`config.mk`:
```
export PLATFORM = sky130hd
export DESIGN_NAME = dgp_regs
export DESIGN_NICKNAME = d
export VERILOG_FILES = /design/src/core/dgp_pkg.sv /design/src/core/dgp_gain_stage.sv /design/src/core/dgp_pattern_gen.sv /design/src/core/dgp_regs.sv
export SDC_FILE = /design/constraint.sdc
export NUM_CORES = 1
export LEC_CHECK = 0
export ABC_CLOCK_PERIOD_IN_PS = 4400
export BUFFER_PORTS_ARGS = -buffer_cell sky130_fd_sc_hd__buf_2
export CAP_MARGIN = 40
export CORE_MARGIN = 2
export CORE_UTILIZATION = 40
export CTS_BUF_LIST = sky130_fd_sc_hd__clkbuf_4
export DETAILED_ROUTE_END_ITERATION = 12
export SLEW_MARGIN = 5
export SYNTH_ARGS = -nofsm -noshare
export SYNTH_HDL_FRONTEND = slang
export SYNTH_SLANG_ARGS = --single-unit
```
`constraint.sdc`:
```
create_clock -name clk_sys_i -period 4.4 [get_ports clk_sys_i]
set_input_delay 0.22 -clock clk_sys_i [delete_from_list [all_inputs] [get_ports clk_sys_i]]
set_output_delay 0.22 -clock clk_sys_i [all_outputs]
set_load 0.01 [all_outputs]
```
`src/core/dgp_pkg.sv`:
```
/*
 * Package for the decimation gain and pattern register bank: register
 * offsets, field positions, reset values, pattern select codes and
 * output sample widths.
 * Assumes: an 8-bit register port and 16-bit signed sample words.
 */
`default_nettype none
package dgp_pkg;
   // Register port and sample widths
   localparam int ADDR_W = 8;
   localparam int DATA_W = 8;
   localparam int SAMP_W = 16;

   // Register offsets
   localparam logic [7:0] BAND0_GAIN_OFS = 8'h14;
   localparam logic [7:0] BAND1_GAIN_OFS = 8'h16;
   localparam logic [7:0] LAT_ALIGN_OFS = 8'h1E;
   localparam logic [7:0] WIDE_GAIN_OFS = 8'h1F;
   localparam logic [7:0] PAT1_LO_OFS = 8'h33;
   localparam logic [7:0] PAT1_HI_OFS = 8'h34;
   localparam logic [7:0] PAT2_LO_OFS = 8'h35;
   localparam logic [7:0] PAT2_HI_OFS = 8'h36;
   localparam logic [7:0] PAT_SEL_OFS = 8'h37;

   // Field positions
   localparam int GAIN_BIT = 0;
   localparam int LAT_LSB = 4;
   localparam int LAT_MSB = 6;
   localparam int PSEL_LSB = 0;
   localparam int PSEL_MSB = 3;

   // Reset values
   localparam logic [7:0] REG_RESET = 8'h00;
   localparam logic [15:0] PAT_RESET = 16'h0000;

   // Recommended latency bytes, by complex decimation group
   localparam logic [7:0] LAT_DEC_24_32 = 8'h10;
   localparam logic [7:0] LAT_DEC_16_20 = 8'h20;
   localparam logic [7:0] LAT_DEC_6_12 = 8'h40;
   localparam logic [7:0] LAT_DEC_4_10 = 8'h50;

   // Pattern select codes
   localparam logic [3:0] PSEL_NORMAL = 4'h0;
   localparam logic [3:0] PSEL_ZEROS = 4'h1;
   localparam logic [3:0] PSEL_ONES = 4'h2;
   localparam logic [3:0] PSEL_TOGGLE = 4'h3;
   localparam logic [3:0] PSEL_RAMP = 4'h4;
   localparam logic [3:0] PSEL_SINGLE = 4'h6;
   localparam logic [3:0] PSEL_DOUBLE = 4'h7;
   localparam logic [3:0] PSEL_DESKEW = 4'h8;
   localparam logic [3:0] PSEL_SYNC = 4'h9;

   // Fixed pattern words
   localparam logic [15:0] WORD_ONES = 16'hFFFF;
   localparam logic [15:0] WORD_TOGGLE_A = 16'hAAAA;
   localparam logic [15:0] WORD_TOGGLE_B = 16'h5555;
   localparam logic [15:0] WORD_DESKEW = 16'hAAAA;
   localparam logic [15:0] WORD_SYNC = 16'hFFFF;
   localparam logic [15:0] WORD_ZERO = 16'h0000;
endpackage : dgp_pkg
`default_nettype wire

```
`src/core/dgp_gain_stage.sv`:
```
/*
 * One 6 dB gain stage: registers a sample and, when enabled, doubles it
 * with saturation.
 * Assumes: signed two's complement samples on the system clock.
 */
`default_nettype none
`timescale 1ns/1ps
module dgp_gain_stage
(
   // Clock and reset
   input wire logic clk_sys_i,
   input wire logic reset_n_i,
   // Control
   input wire logic boost_i,
   // Sample path
   input wire logic [dgp_pkg::SAMP_W-1:0] samp_i,
   output logic [dgp_pkg::SAMP_W-1:0] samp_o
);
   // All state of the stage
   typedef struct packed
   {
      logic [dgp_pkg::SAMP_W-1:0] samp;
   } dgp_gain_st_t;

   dgp_gain_st_t st_reg;
   dgp_gain_st_t st_next;

   // Next sample: plain, or doubled and clamped
   always_comb
   begin
      st_next = st_reg;
      if (!boost_i)
      begin
         // Pass through unscaled
         st_next.samp = samp_i;
      end
      // Overflow when the top two bits differ: clamp, never wrap
      else if (samp_i[dgp_pkg::SAMP_W-1] != samp_i[dgp_pkg::SAMP_W-2])
      begin
         st_next.samp = samp_i[dgp_pkg::SAMP_W-1] ?
            {1'b1, {(dgp_pkg::SAMP_W-1){1'b0}}} :
            {1'b0, {(dgp_pkg::SAMP_W-1){1'b1}}};
      end
      else
      begin
         // Times two is a left shift
         st_next.samp = {samp_i[dgp_pkg::SAMP_W-2:0], 1'b0};
      end
   end

   // Register the stage
   always_ff @(posedge clk_sys_i)
   begin
      if (!reset_n_i)
         st_reg <= '0;
      else
         st_reg <= st_next;
   end

   assign samp_o = st_reg.samp;
endmodule : dgp_gain_stage
`default_nettype wire

```
`src/core/dgp_pattern_gen.sv`:
```
/*
 * Test pattern generator for one channel word stream.
 * Assumes: select code and custom words come from the register bank
 * on the same clock; one output word per clock.
 */
`default_nettype none
`timescale 1ns/1ps
module dgp_pattern_gen
(
   // Clock and reset
   input wire logic clk_sys_i,
   input wire logic reset_n_i,
   // Control
   input wire logic [3:0] sel_i,
   input wire logic [dgp_pkg::SAMP_W-1:0] pat_one_i,
   input wire logic [dgp_pkg::SAMP_W-1:0] pat_two_i,
   // Sample path
   input wire logic [dgp_pkg::SAMP_W-1:0] samp_i,
   output logic [dgp_pkg::SAMP_W-1:0] samp_o
);
   // All state: output word, alternation phase, ramp count
   typedef struct packed
   {
      logic [dgp_pkg::SAMP_W-1:0] word;
      logic phase;
      logic [dgp_pkg::SAMP_W-1:0] ramp;
   } dgp_pat_st_t;

   dgp_pat_st_t st_reg;
   dgp_pat_st_t st_next;

   // Pick the output word for the selected pattern
   always_comb
   begin
      st_next = st_reg;
      st_next.phase = ~st_reg.phase;
      st_next.ramp = st_reg.ramp + 16'h0001;
      unique case (sel_i)
         dgp_pkg::PSEL_ZEROS: st_next.word = dgp_pkg::WORD_ZERO;
         dgp_pkg::PSEL_ONES: st_next.word = dgp_pkg::WORD_ONES;
         dgp_pkg::PSEL_TOGGLE: st_next.word = st_reg.phase ?
            dgp_pkg::WORD_TOGGLE_B : dgp_pkg::WORD_TOGGLE_A;
         dgp_pkg::PSEL_RAMP: st_next.word = st_reg.ramp;
         dgp_pkg::PSEL_SINGLE: st_next.word = pat_one_i;
         // Phase 0 gives pattern one, phase 1 pattern two
         dgp_pkg::PSEL_DOUBLE: st_next.word = st_reg.phase ?
            pat_two_i : pat_one_i;
         dgp_pkg::PSEL_DESKEW: st_next.word = dgp_pkg::WORD_DESKEW;
         dgp_pkg::PSEL_SYNC: st_next.word = dgp_pkg::WORD_SYNC;
         // Normal and undefined codes pass live data
         default: st_next.word = samp_i;
      endcase
   end

   // Register the generator
   always_ff @(posedge clk_sys_i)
   begin
      if (!reset_n_i)
         st_reg <= '0;
      else
         st_reg <= st_next;
   end

   assign samp_o = st_reg.word;
endmodule : dgp_pattern_gen
`default_nettype wire

```
`src/core/dgp_regs.sv`:
```
/*
 * Decimation gain and pattern register bank with its data path: gain
 * boost for the two narrowband paths and the wideband path, latency
 * alignment code, custom patterns and the channel pattern select.
 * Assumes: register port on the system clock; sample inputs already
 * on the system clock; the filter mode input chooses which path feeds
 * the channel output.
 */
// How it works
// - Band0 bit set doubles band0 output
// - Band1 bit independently doubles band1 output
// - Narrowband bits never touch wideband path
// - Wideband bit set doubles wideband output
// - Wideband bit never touches narrowband paths
// - Two custom patterns, low byte first
// - Select 0001 all zeros, 0010 ones
// - Select 0110 single, 0111 alternating patterns
`default_nettype none
`timescale 1ns/1ps
module dgp_regs
(
   // Clock and reset
   input wire logic clk_sys_i,
   input wire logic reset_n_i,
   // Register port
   input wire logic [dgp_pkg::ADDR_W-1:0] reg_addr_i,
   input wire logic [dgp_pkg::DATA_W-1:0] reg_wdata_i,
   input wire logic reg_wr_i,
   input wire logic reg_rd_i,
   output logic [dgp_pkg::DATA_W-1:0] reg_rdata_o,
   // Filter samples in
   input wire logic [dgp_pkg::SAMP_W-1:0] band0_samp_i,
   input wire logic [dgp_pkg::SAMP_W-1:0] band1_samp_i,
   input wire logic [dgp_pkg::SAMP_W-1:0] wide_samp_i,
   input wire logic wide_mode_i,
   // Scaled samples out
   output logic [dgp_pkg::SAMP_W-1:0] band0_samp_o,
   output logic [dgp_pkg::SAMP_W-1:0] band1_samp_o,
   output logic [dgp_pkg::SAMP_W-1:0] wide_samp_o,
   // Channel output after pattern select
   output logic [dgp_pkg::SAMP_W-1:0] chan_samp_o,
   // Configuration seen by the filter chain
   output logic [2:0] latency_alignment_code_o
);
   // All register state of the bank
   typedef struct packed
   {
      logic band0_output_gain_boost;
      logic band1_output_gain_boost;
      logic wideband_output_gain_boost;
      logic [2:0] latency_alignment_code;
      logic [dgp_pkg::SAMP_W-1:0] user_pattern_one;
      logic [dgp_pkg::SAMP_W-1:0] user_pattern_two;
      logic [3:0] pattern_sel;
      logic [dgp_pkg::DATA_W-1:0] rdata;
   } dgp_bank_st_t;

   dgp_bank_st_t st_reg;
   dgp_bank_st_t st_next;

   // Gain stage outputs
   logic [dgp_pkg::SAMP_W-1:0] band0_scaled;
   logic [dgp_pkg::SAMP_W-1:0] band1_scaled;
   logic [dgp_pkg::SAMP_W-1:0] wide_scaled;
   // Path feeding the channel pattern generator
   logic [dgp_pkg::SAMP_W-1:0] chan_source;

   // Register writes and the read answer
   always_comb
   begin
      st_next = st_reg;
      // Read data live only in the cycle after a read strobe
      st_next.rdata = '0;
      if (reg_wr_i)
      begin
         // Reserved bits are dropped; software writes them as zero
         // reserved bits ignored
         unique case (reg_addr_i)
            dgp_pkg::BAND0_GAIN_OFS: st_next.band0_output_gain_boost =
               reg_wdata_i[dgp_pkg::GAIN_BIT];
            dgp_pkg::BAND1_GAIN_OFS: st_next.band1_output_gain_boost =
               reg_wdata_i[dgp_pkg::GAIN_BIT];
            dgp_pkg::LAT_ALIGN_OFS: st_next.latency_alignment_code =
               reg_wdata_i[dgp_pkg::LAT_MSB:dgp_pkg::LAT_LSB];
            dgp_pkg::WIDE_GAIN_OFS: st_next.wideband_output_gain_boost =
               reg_wdata_i[dgp_pkg::GAIN_BIT];
            dgp_pkg::PAT1_LO_OFS: st_next.user_pattern_one[7:0] =
               reg_wdata_i;
            dgp_pkg::PAT1_HI_OFS: st_next.user_pattern_one[15:8] =
               reg_wdata_i;
            dgp_pkg::PAT2_LO_OFS: st_next.user_pattern_two[7:0] =
               reg_wdata_i;
            dgp_pkg::PAT2_HI_OFS: st_next.user_pattern_two[15:8] =
               reg_wdata_i;
            dgp_pkg::PAT_SEL_OFS: st_next.pattern_sel =
               reg_wdata_i[dgp_pkg::PSEL_MSB:dgp_pkg::PSEL_LSB];
            // Unmapped addresses take no write
            default: st_next.rdata = '0;
         endcase
      end
      else if (reg_rd_i)
      begin
         // Reserved bits read back as zero
         unique case (reg_addr_i)
            dgp_pkg::BAND0_GAIN_OFS:
               st_next.rdata = {7'h00, st_reg.band0_output_gain_boost};
            dgp_pkg::BAND1_GAIN_OFS:
               st_next.rdata = {7'h00, st_reg.band1_output_gain_boost};
            dgp_pkg::LAT_ALIGN_OFS:
               st_next.rdata = {1'b0, st_reg.latency_alignment_code, 4'h0};
            dgp_pkg::WIDE_GAIN_OFS:
               st_next.rdata = {7'h00, st_reg.wideband_output_gain_boost};
            dgp_pkg::PAT1_LO_OFS: st_next.rdata = st_reg.user_pattern_one[7:0];
            dgp_pkg::PAT1_HI_OFS:
               st_next.rdata = st_reg.user_pattern_one[15:8];
            dgp_pkg::PAT2_LO_OFS: st_next.rdata = st_reg.user_pattern_two[7:0];
            dgp_pkg::PAT2_HI_OFS:
               st_next.rdata = st_reg.user_pattern_two[15:8];
            dgp_pkg::PAT_SEL_OFS: st_next.rdata = {4'h0, st_reg.pattern_sel};
            // Unmapped addresses read as zero
            default: st_next.rdata = '0;
         endcase
      end
   end

   // Register the bank; everything resets to zero
   always_ff @(posedge clk_sys_i)
   begin
      if (!reset_n_i)
         st_reg <= '0;
      else
         st_reg <= st_next;
   end

   // Band0 path, own bit only
   // band0 doubling
   dgp_gain_stage u_band0_gain
   (
      .clk_sys_i(clk_sys_i),
      .reset_n_i(reset_n_i),
      .boost_i(st_reg.band0_output_gain_boost),
      .samp_i(band0_samp_i),
      .samp_o(band0_scaled)
   );

   // Band1 path, independent of band0
   // band1 doubling
   dgp_gain_stage u_band1_gain
   (
      .clk_sys_i(clk_sys_i),
      .reset_n_i(reset_n_i),
      .boost_i(st_reg.band1_output_gain_boost),
      .samp_i(band1_samp_i),
      .samp_o(band1_scaled)
   );

   // Wideband path sees only its own bit, never the band bits
   // narrowband bits excluded
   dgp_gain_stage u_wide_gain
   (
      .clk_sys_i(clk_sys_i),
      .reset_n_i(reset_n_i),
      .boost_i(st_reg.wideband_output_gain_boost),
      .samp_i(wide_samp_i),
      .samp_o(wide_scaled)
   );

   // Channel draws from wideband filter in divide-by-4/6 modes
   assign chan_source = wide_mode_i ? wide_scaled : band0_scaled;

   // Pattern select on the channel stream
   // zeros and ones
   dgp_pattern_gen u_pattern
   (
      .clk_sys_i(clk_sys_i),
      .reset_n_i(reset_n_i),
      .sel_i(st_reg.pattern_sel),
      .pat_one_i(st_reg.user_pattern_one),
      .pat_two_i(st_reg.user_pattern_two),
      .samp_i(chan_source),
      .samp_o(chan_samp_o)
   );

   // Outputs, all from flip-flops
   assign band0_samp_o = band0_scaled;
   assign band1_samp_o = band1_scaled;
   assign wide_samp_o = wide_scaled;
   assign reg_rdata_o = st_reg.rdata;
   assign latency_alignment_code_o = st_reg.latency_alignment_code;
endmodule : dgp_regs
`default_nettype wire
```
# Word level (Yosys, flattened, before mapping)

Index checks and enable logic that the tools add are counted.

Add/sub/neg operators: 1
Equal/unequal tests: 20
Muxes and demuxes: 14
Bitwise operators: 3
Reduce and logical (&&, ||, !) cells: 11

Operators with widths:

| operator              | count |
|---|---|
| $mux 16               | 12 |
| $pmux 16 s7           | 1 |
| $pmux 8 s9            | 1 |
| $eq 8x6->1 const B    | 5 |
| $eq 8x5->1 const B    | 4 |
| $reduce_and 2->1      | 9 |
| $add 16x1->16 const B | 1 |
| $eq 4x3->1 const B    | 3 |
| $eq 4x2->1 const B    | 2 |
| $eq 4x4->1 const B    | 2 |
| $eq 4x1->1 const B    | 1 |
| $ne 1x1->1            | 3 |
| $not 1->1             | 3 |
| $reduce_or 3->1       | 1 |
| $reduce_or 2->1       | 1 |

Flip-flop bits (word level): 131
Input port bits: 69
Output and inout port bits: 75
Logic and storage cells: 65

# Logic depth before layout (Yosys ltp)

Depth in word-level cells: 3
Gate-level depth with buffers: 7
Mapped depth without buffers: 5

# Modules after synthesis

Synthesis repeated with hierarchy kept, for this count alone.

Cell total of the unflattened synthesis: 720
Area, all modules: 6894.1 sq um

Modules (own cells, without submodules):

| module          | times used | cells each | area an instance (sq um) | sequential area each (sq um) |
|---|---|---|---|---|
| dgp_regs        | 1          | 281        | 2538.7                   | 1001.0 |
| dgp_gain_stage  | 3          | 76         | 783.3                    | 320.3 |
| dgp_pattern_gen | 1          | 211        | 2005.7                   | 660.6 |

# Worst setup path after synthesis

OpenSTA, ideal clock, no wires.

Kind: reg2reg
Start: register st_reg[11] (netlist name)
End: register u_pattern.st_reg, in the netlist u_pattern.samp_o[15]
Setup time: 0.091 ns
Arrival: 1.500 ns
Required time: 4.309 ns
Slack: 2.809 ns
Cell stages (with the launch flop): 7
Path buffers: 2
Period minus slack after synthesis: 1.591 ns
Path through: dfxtp_1 clkbuf_1 nand3b_1 a21oi_1 buf_2 a22oi_1 a311oi_1

Word-level cells in the longest chain between the ends: 3
Elaborated cells between the ends (all ways): 10
Those cells by class: 8 x eq/ne; 1 x mux; 1 x reduce/logical

RTL lines:

| item                                            | RTL line              | RTL |
|---|---|---|
| start, declared                                 | dgp_regs.sv:58        | `dgp_bank_st_t st_reg;` |
| start signal, assigned                          | dgp_regs.sv:132       | `st_reg <= st_next;` |
| $eq 4x2->1 / $eq 4x4->1 (equally long branches) | dgp_pattern_gen.sv:38 | `unique case (sel_i)` |
| $reduce_or 2->1 (no line)                       | n/a                   |  |
| $pmux 16 s7 *                                   | dgp_pattern_gen.sv:38 |  |
| end signal, assigned                            | dgp_pattern_gen.sv:61 | `st_reg <= st_next;` |
| end, declared                                   | dgp_pattern_gen.sv:29 | `dgp_pat_st_t st_reg;` |

Every way passes the cells marked *; elsewhere a longest branch is shown, timed or not.
A chain may end at the register's enable or synchronous reset.

# Final worst setup path

Start: input port band0_samp_i[15] (netlist name)
End: register u_band0_gain.st_reg, in the netlist u_band0_gain.samp_o[2]

Word-level cells in the longest chain between the ends: 3
Elaborated cells between the ends (all ways): 4
Those cells by class: 1 x eq/ne; 3 x mux

RTL lines:

| item                                         | RTL line                                   | RTL |
|---|---|---|
| start, declared                              | dgp_regs.sv:32                             | `input wire logic [dgp_pkg::SAMP_W-1:0] band0_samp_i,` |
| $mux 16 / $ne 1x1->1 (equally long branches) | dgp_gain_stage.sv:40, dgp_gain_stage.sv:38 |  |
| $mux 16 *                                    | dgp_gain_stage.sv:38                       | `else if (samp_i[dgp_pkg::SAMP_W-1] != samp_i[dgp_pkg::SAMP_W-2])` |
| $mux 16 *                                    | dgp_gain_stage.sv:32                       | `if (!boost_i)` |
| end signal, assigned                         | dgp_gain_stage.sv:57                       | `st_reg <= st_next;` |
| end, declared                                | dgp_gain_stage.sv:25                       | `dgp_gain_st_t st_reg;` |

Marks and branches as above.

==> key figures <==
Run status
  • Status: finished clean

Yosys
  • Largest family of logic cells by synthesized area: simple AND/OR/NAND/NOR gates
  • Synthesized cell area: 6280 sq um
  • Yosys cell types: 47
  • Area leader, netlist: dfxtp_1
  • Ranking of synthesized cells by area: dfxtp_1 (42%), mux2i_1 (7.7%), a21oi_1 (6.3%), nand2b_1 (6.1%), nor2_1 (3.8%)
  • Post-synthesis cell count: 705
  • Seq cells post-synth: 131
  • Synth Area in Compound Gates: 15.0%
  • Syn Area/Cell: 8.90 sq um
  • Multiplexer share of the synthesized area: 10.5%
  • Synth Net Count: 784
  • Simple logic cell fraction of the synthesized area: 22.2%
  • Warnings from Yosys: 0
  • Ys flop type: dfxtp_1
  • EDFF count, synth: 0
  • Synth Area in XOR/XNOR: 1.40%
  • Register area share after synthesis: 41.8%
  • Ys async rst share: 0%
  • Share of the synthesized area in the top cell type: 41.8%
  • Synth Area in Adders: 1.99%

Layout
  • Ant. Diodes: 0
  • NumNets Final: 938
  • Share of layout cells above drive strength 1: 23.6%
  • Number of flip-flops in the largest register: 39
  • Layout Utilization: 51.9%
  • Finished Layout Cells: 1,083
  • Synth-to-Final Area Change: 26.3%

Timing
  • Slew headroom: 36.5%
  • Final min period: 2.42 ns
  • TNS Setup: 0 ns
  • RSZ-0062 raised after global routing: false
  • Clk_skew: 0.0174 ns
  • Worst-Margin Slew: 0.952 ns
  • Final setup viols: 0
  • Final Hold Fails: 0
  • Max-slew violation count: 0
  • Peak Freq: 414 MHz
  • Final worst path period share: 55.0%

Critical path
  • Crit. End Element: flop
  • CP Max Fanout: 15
  • Kind of critical path: input port to flop
  • R2R Setup Slk: 2.32 ns
  • Worst EP required: 4.91 ns
  • Max stage delay on crit path: 0.55 ns
  • Worst path cell trace: dlygate4sd3_1 > buf_2 > ha_1 > nor2_1 > buf_4 > a21oi_1 > a21oi_1 > dlygate4sd3_1
  • WP buf/inv: 4
  • Worst path slowest cell: dlygate4sd3_1
  • Worst EP arrival: 2.92 ns
  • Worst Setup Start Kind: input port
  • CP top delay family: buffers and inverters

Clock tree
  • Total CTS buffers: 17
  • Maximum buffer depth of the clock tree: 2
  • Sink Count: 131
  • Clk_lat worst skew: 0.56 ns
  • Root Driver: clkbuf_4
  • TritonCTS clock tree: done
  • Worst-path clk slew: 0.12 ns
  • CTS resizes: 0
  • Htree depth: 4
  • Count of hold-fix buffers inserted at cts: 60
  • Post-CTS setup buffers: 0

Floorplan
  • Full die area: 16,700 sq um
  • Die W: 129 um
  • Initial Utilization: 41.1%
  • Num ports: 144
  • CORE AREA: 15,300 sq um
  • Rows: 45
  • Die height: 129 um

Placement
  • Hpwl dp: 13.1 mm
  • Port Buffers: 143
  • GP Congestion: 0.889
  • Inst Count DP: 991

Detailed routing
  • Pre-Repair DR Iteration Count: 7
  • DR iter-0 viols: 514
  • DRC: 0
  • DR WL/cell: 17.2 um
  • DR vias/cell: 5.40
  • Wirelength, routed: 18.6 mm
  • Via count: 5,847
  • Final ANT Viol Nets: 0

Global route
  • Overall routing resource usage: 22.5%
  • Initial antenna violation count: 0
  • Gr ovfl total: 0
  • Number of global-route vias before repair: 5,679
  • First-pass GRT wire length: 29.2 mm
  • Largest net degree at the start of global routing: 40

Job
  • Max-cap viol count: 0

Power
  • VDD IR max: 0.180 mV
  • PwrDens: 331 nW/um^2
  • Leak pwr: 0.00325 uW

Hold path
  • Tightest Hold Check Type: input port to flop
## final cells by class
| cell class | instances | area, sq um |
|---|---|---|
| timing repair buffer | 212 | 1400 |
| clock buffer | 19 | 143 |
| clock inverter | 13 | 255 |
| tap | 211 | 264 |
| fill | 1424 | 7330 |
| inverter | 10 | 37.5 |
| multi-input combinational | 487 | 3210 |
| sequential | 131 | 2620 |
## power breakdown
group / switching (uW) / total [uW] / internal [uW]
Combinational: 163 / 295 / 132
Clock: 455 / 1090 / 636
Sequential: 18.8 / 1240 / 1220
## worst reg2reg max path, delay by kind of cell (launching register included)
kind / cells / cell delay, ns
compound gates: 3 / 1.00
flops: 1 / 0.56
buf+inv: 1 / 0.28
simple gates: 1 / 0.15
## logic make-up (layout without fill, tap and decap cells)
kind of cell	Yosys count	in the layout
simple gates	253	253
compound gates	153	153
flops	131	131
buf+inv	87	254
mux	61	61
fa+ha+maj	10	10
xor+xnor	10	10
## cell usage after synthesis, types with 3 or more instances
cell and count:
a221oi_1 10, mux4_2 3, nor2_1 63, and4_1 3, nand3b_1 10, buf_2 8
or3_1 3, nand4_1 7, dfxtp_1 131, ha_1 10, inv_1 9, nor3_1 9
o21ai_0 25, xor2_1 8, clkbuf_1 40, buf_4 29, a311oi_1 9, nand2_1 27
a222oi_1 8, nand2b_1 61, a21oi_1 79, mux2_2 10, a22oi_1 12, a211oi_1 3
and3_1 5, and3b_1 4, nand3_1 43, mux2i_1 48
## cell usage in the layout (no fill, tap or decap), types with 3 or more instances in the layout
master / instances
ha_1: 10
buf_4: 6
xor2_1: 8
nand2_1: 27
clkbuf_4: 19
and3_1: 5
a222oi_1: 8
inv_1: 9
buf_2: 144
mux4_2: 3
nor3_1: 9
or3_1: 3
a221oi_1: 10
nand3b_1: 10
and4_1: 3
a21oi_1: 79
nor2_1: 63
o21ai_0: 25
a22oi_1: 12
dlygate4sd3_1: 60
a311oi_1: 9
nand4_1: 7
nand3_1: 43
dfxtp_1: 131
nand2b_1: 61
clkinvlp_4: 3
a211oi_1: 3
mux2i_1: 48
mux2_2: 10
bufinv_16: 7
and3b_1: 4
## through the flow
stage | area (sq um) | setup WS, ns | hold WS (ns) | total power (uW)
detailed placement | 6930 | 2.32 | 0.460 | 1520
global placement | 6870 | 2.28 | 0.448 | 1510
global route | 7930 | 1.83 | 0.0568 | 2730
CTS | 7930 | 2.06 | 0.0198 | 2640
finish | 7930 | 1.98 | 0.0417 | 2630
floorplan | 6280 | 2.81 | 0.364 | 1410
## metal layers
| layer | up-vias | GRT usage (%) | wire length (um) |
|---|---|---|---|
| li1 | 2797 | - | - |
| met1 | 2798 | 28.1 | 7850 |
| met2 | 215 | 36.8 | 8900 |
| met3 | 37 | 5.86 | 1370 |
| met4 | 0 | 9.27 | 474 |
| met5 | - | 0 | 0 |
## final timing paths
path | from | to | cells after the start
setup / recovery | band0_samp_i[15] | u_band0_gain.samp_o[2] | 8
hold / removal | band0_samp_i[14] | u_band0_gain.samp_o[14] | 3
setup reg to reg | st_reg[10] | u_pattern.samp_o[14] | 5
hold reg to reg | u_pattern.st_reg[0] | u_pattern.st_reg[0] | 1
Note: power is estimated with default switching activity, not from simulation.
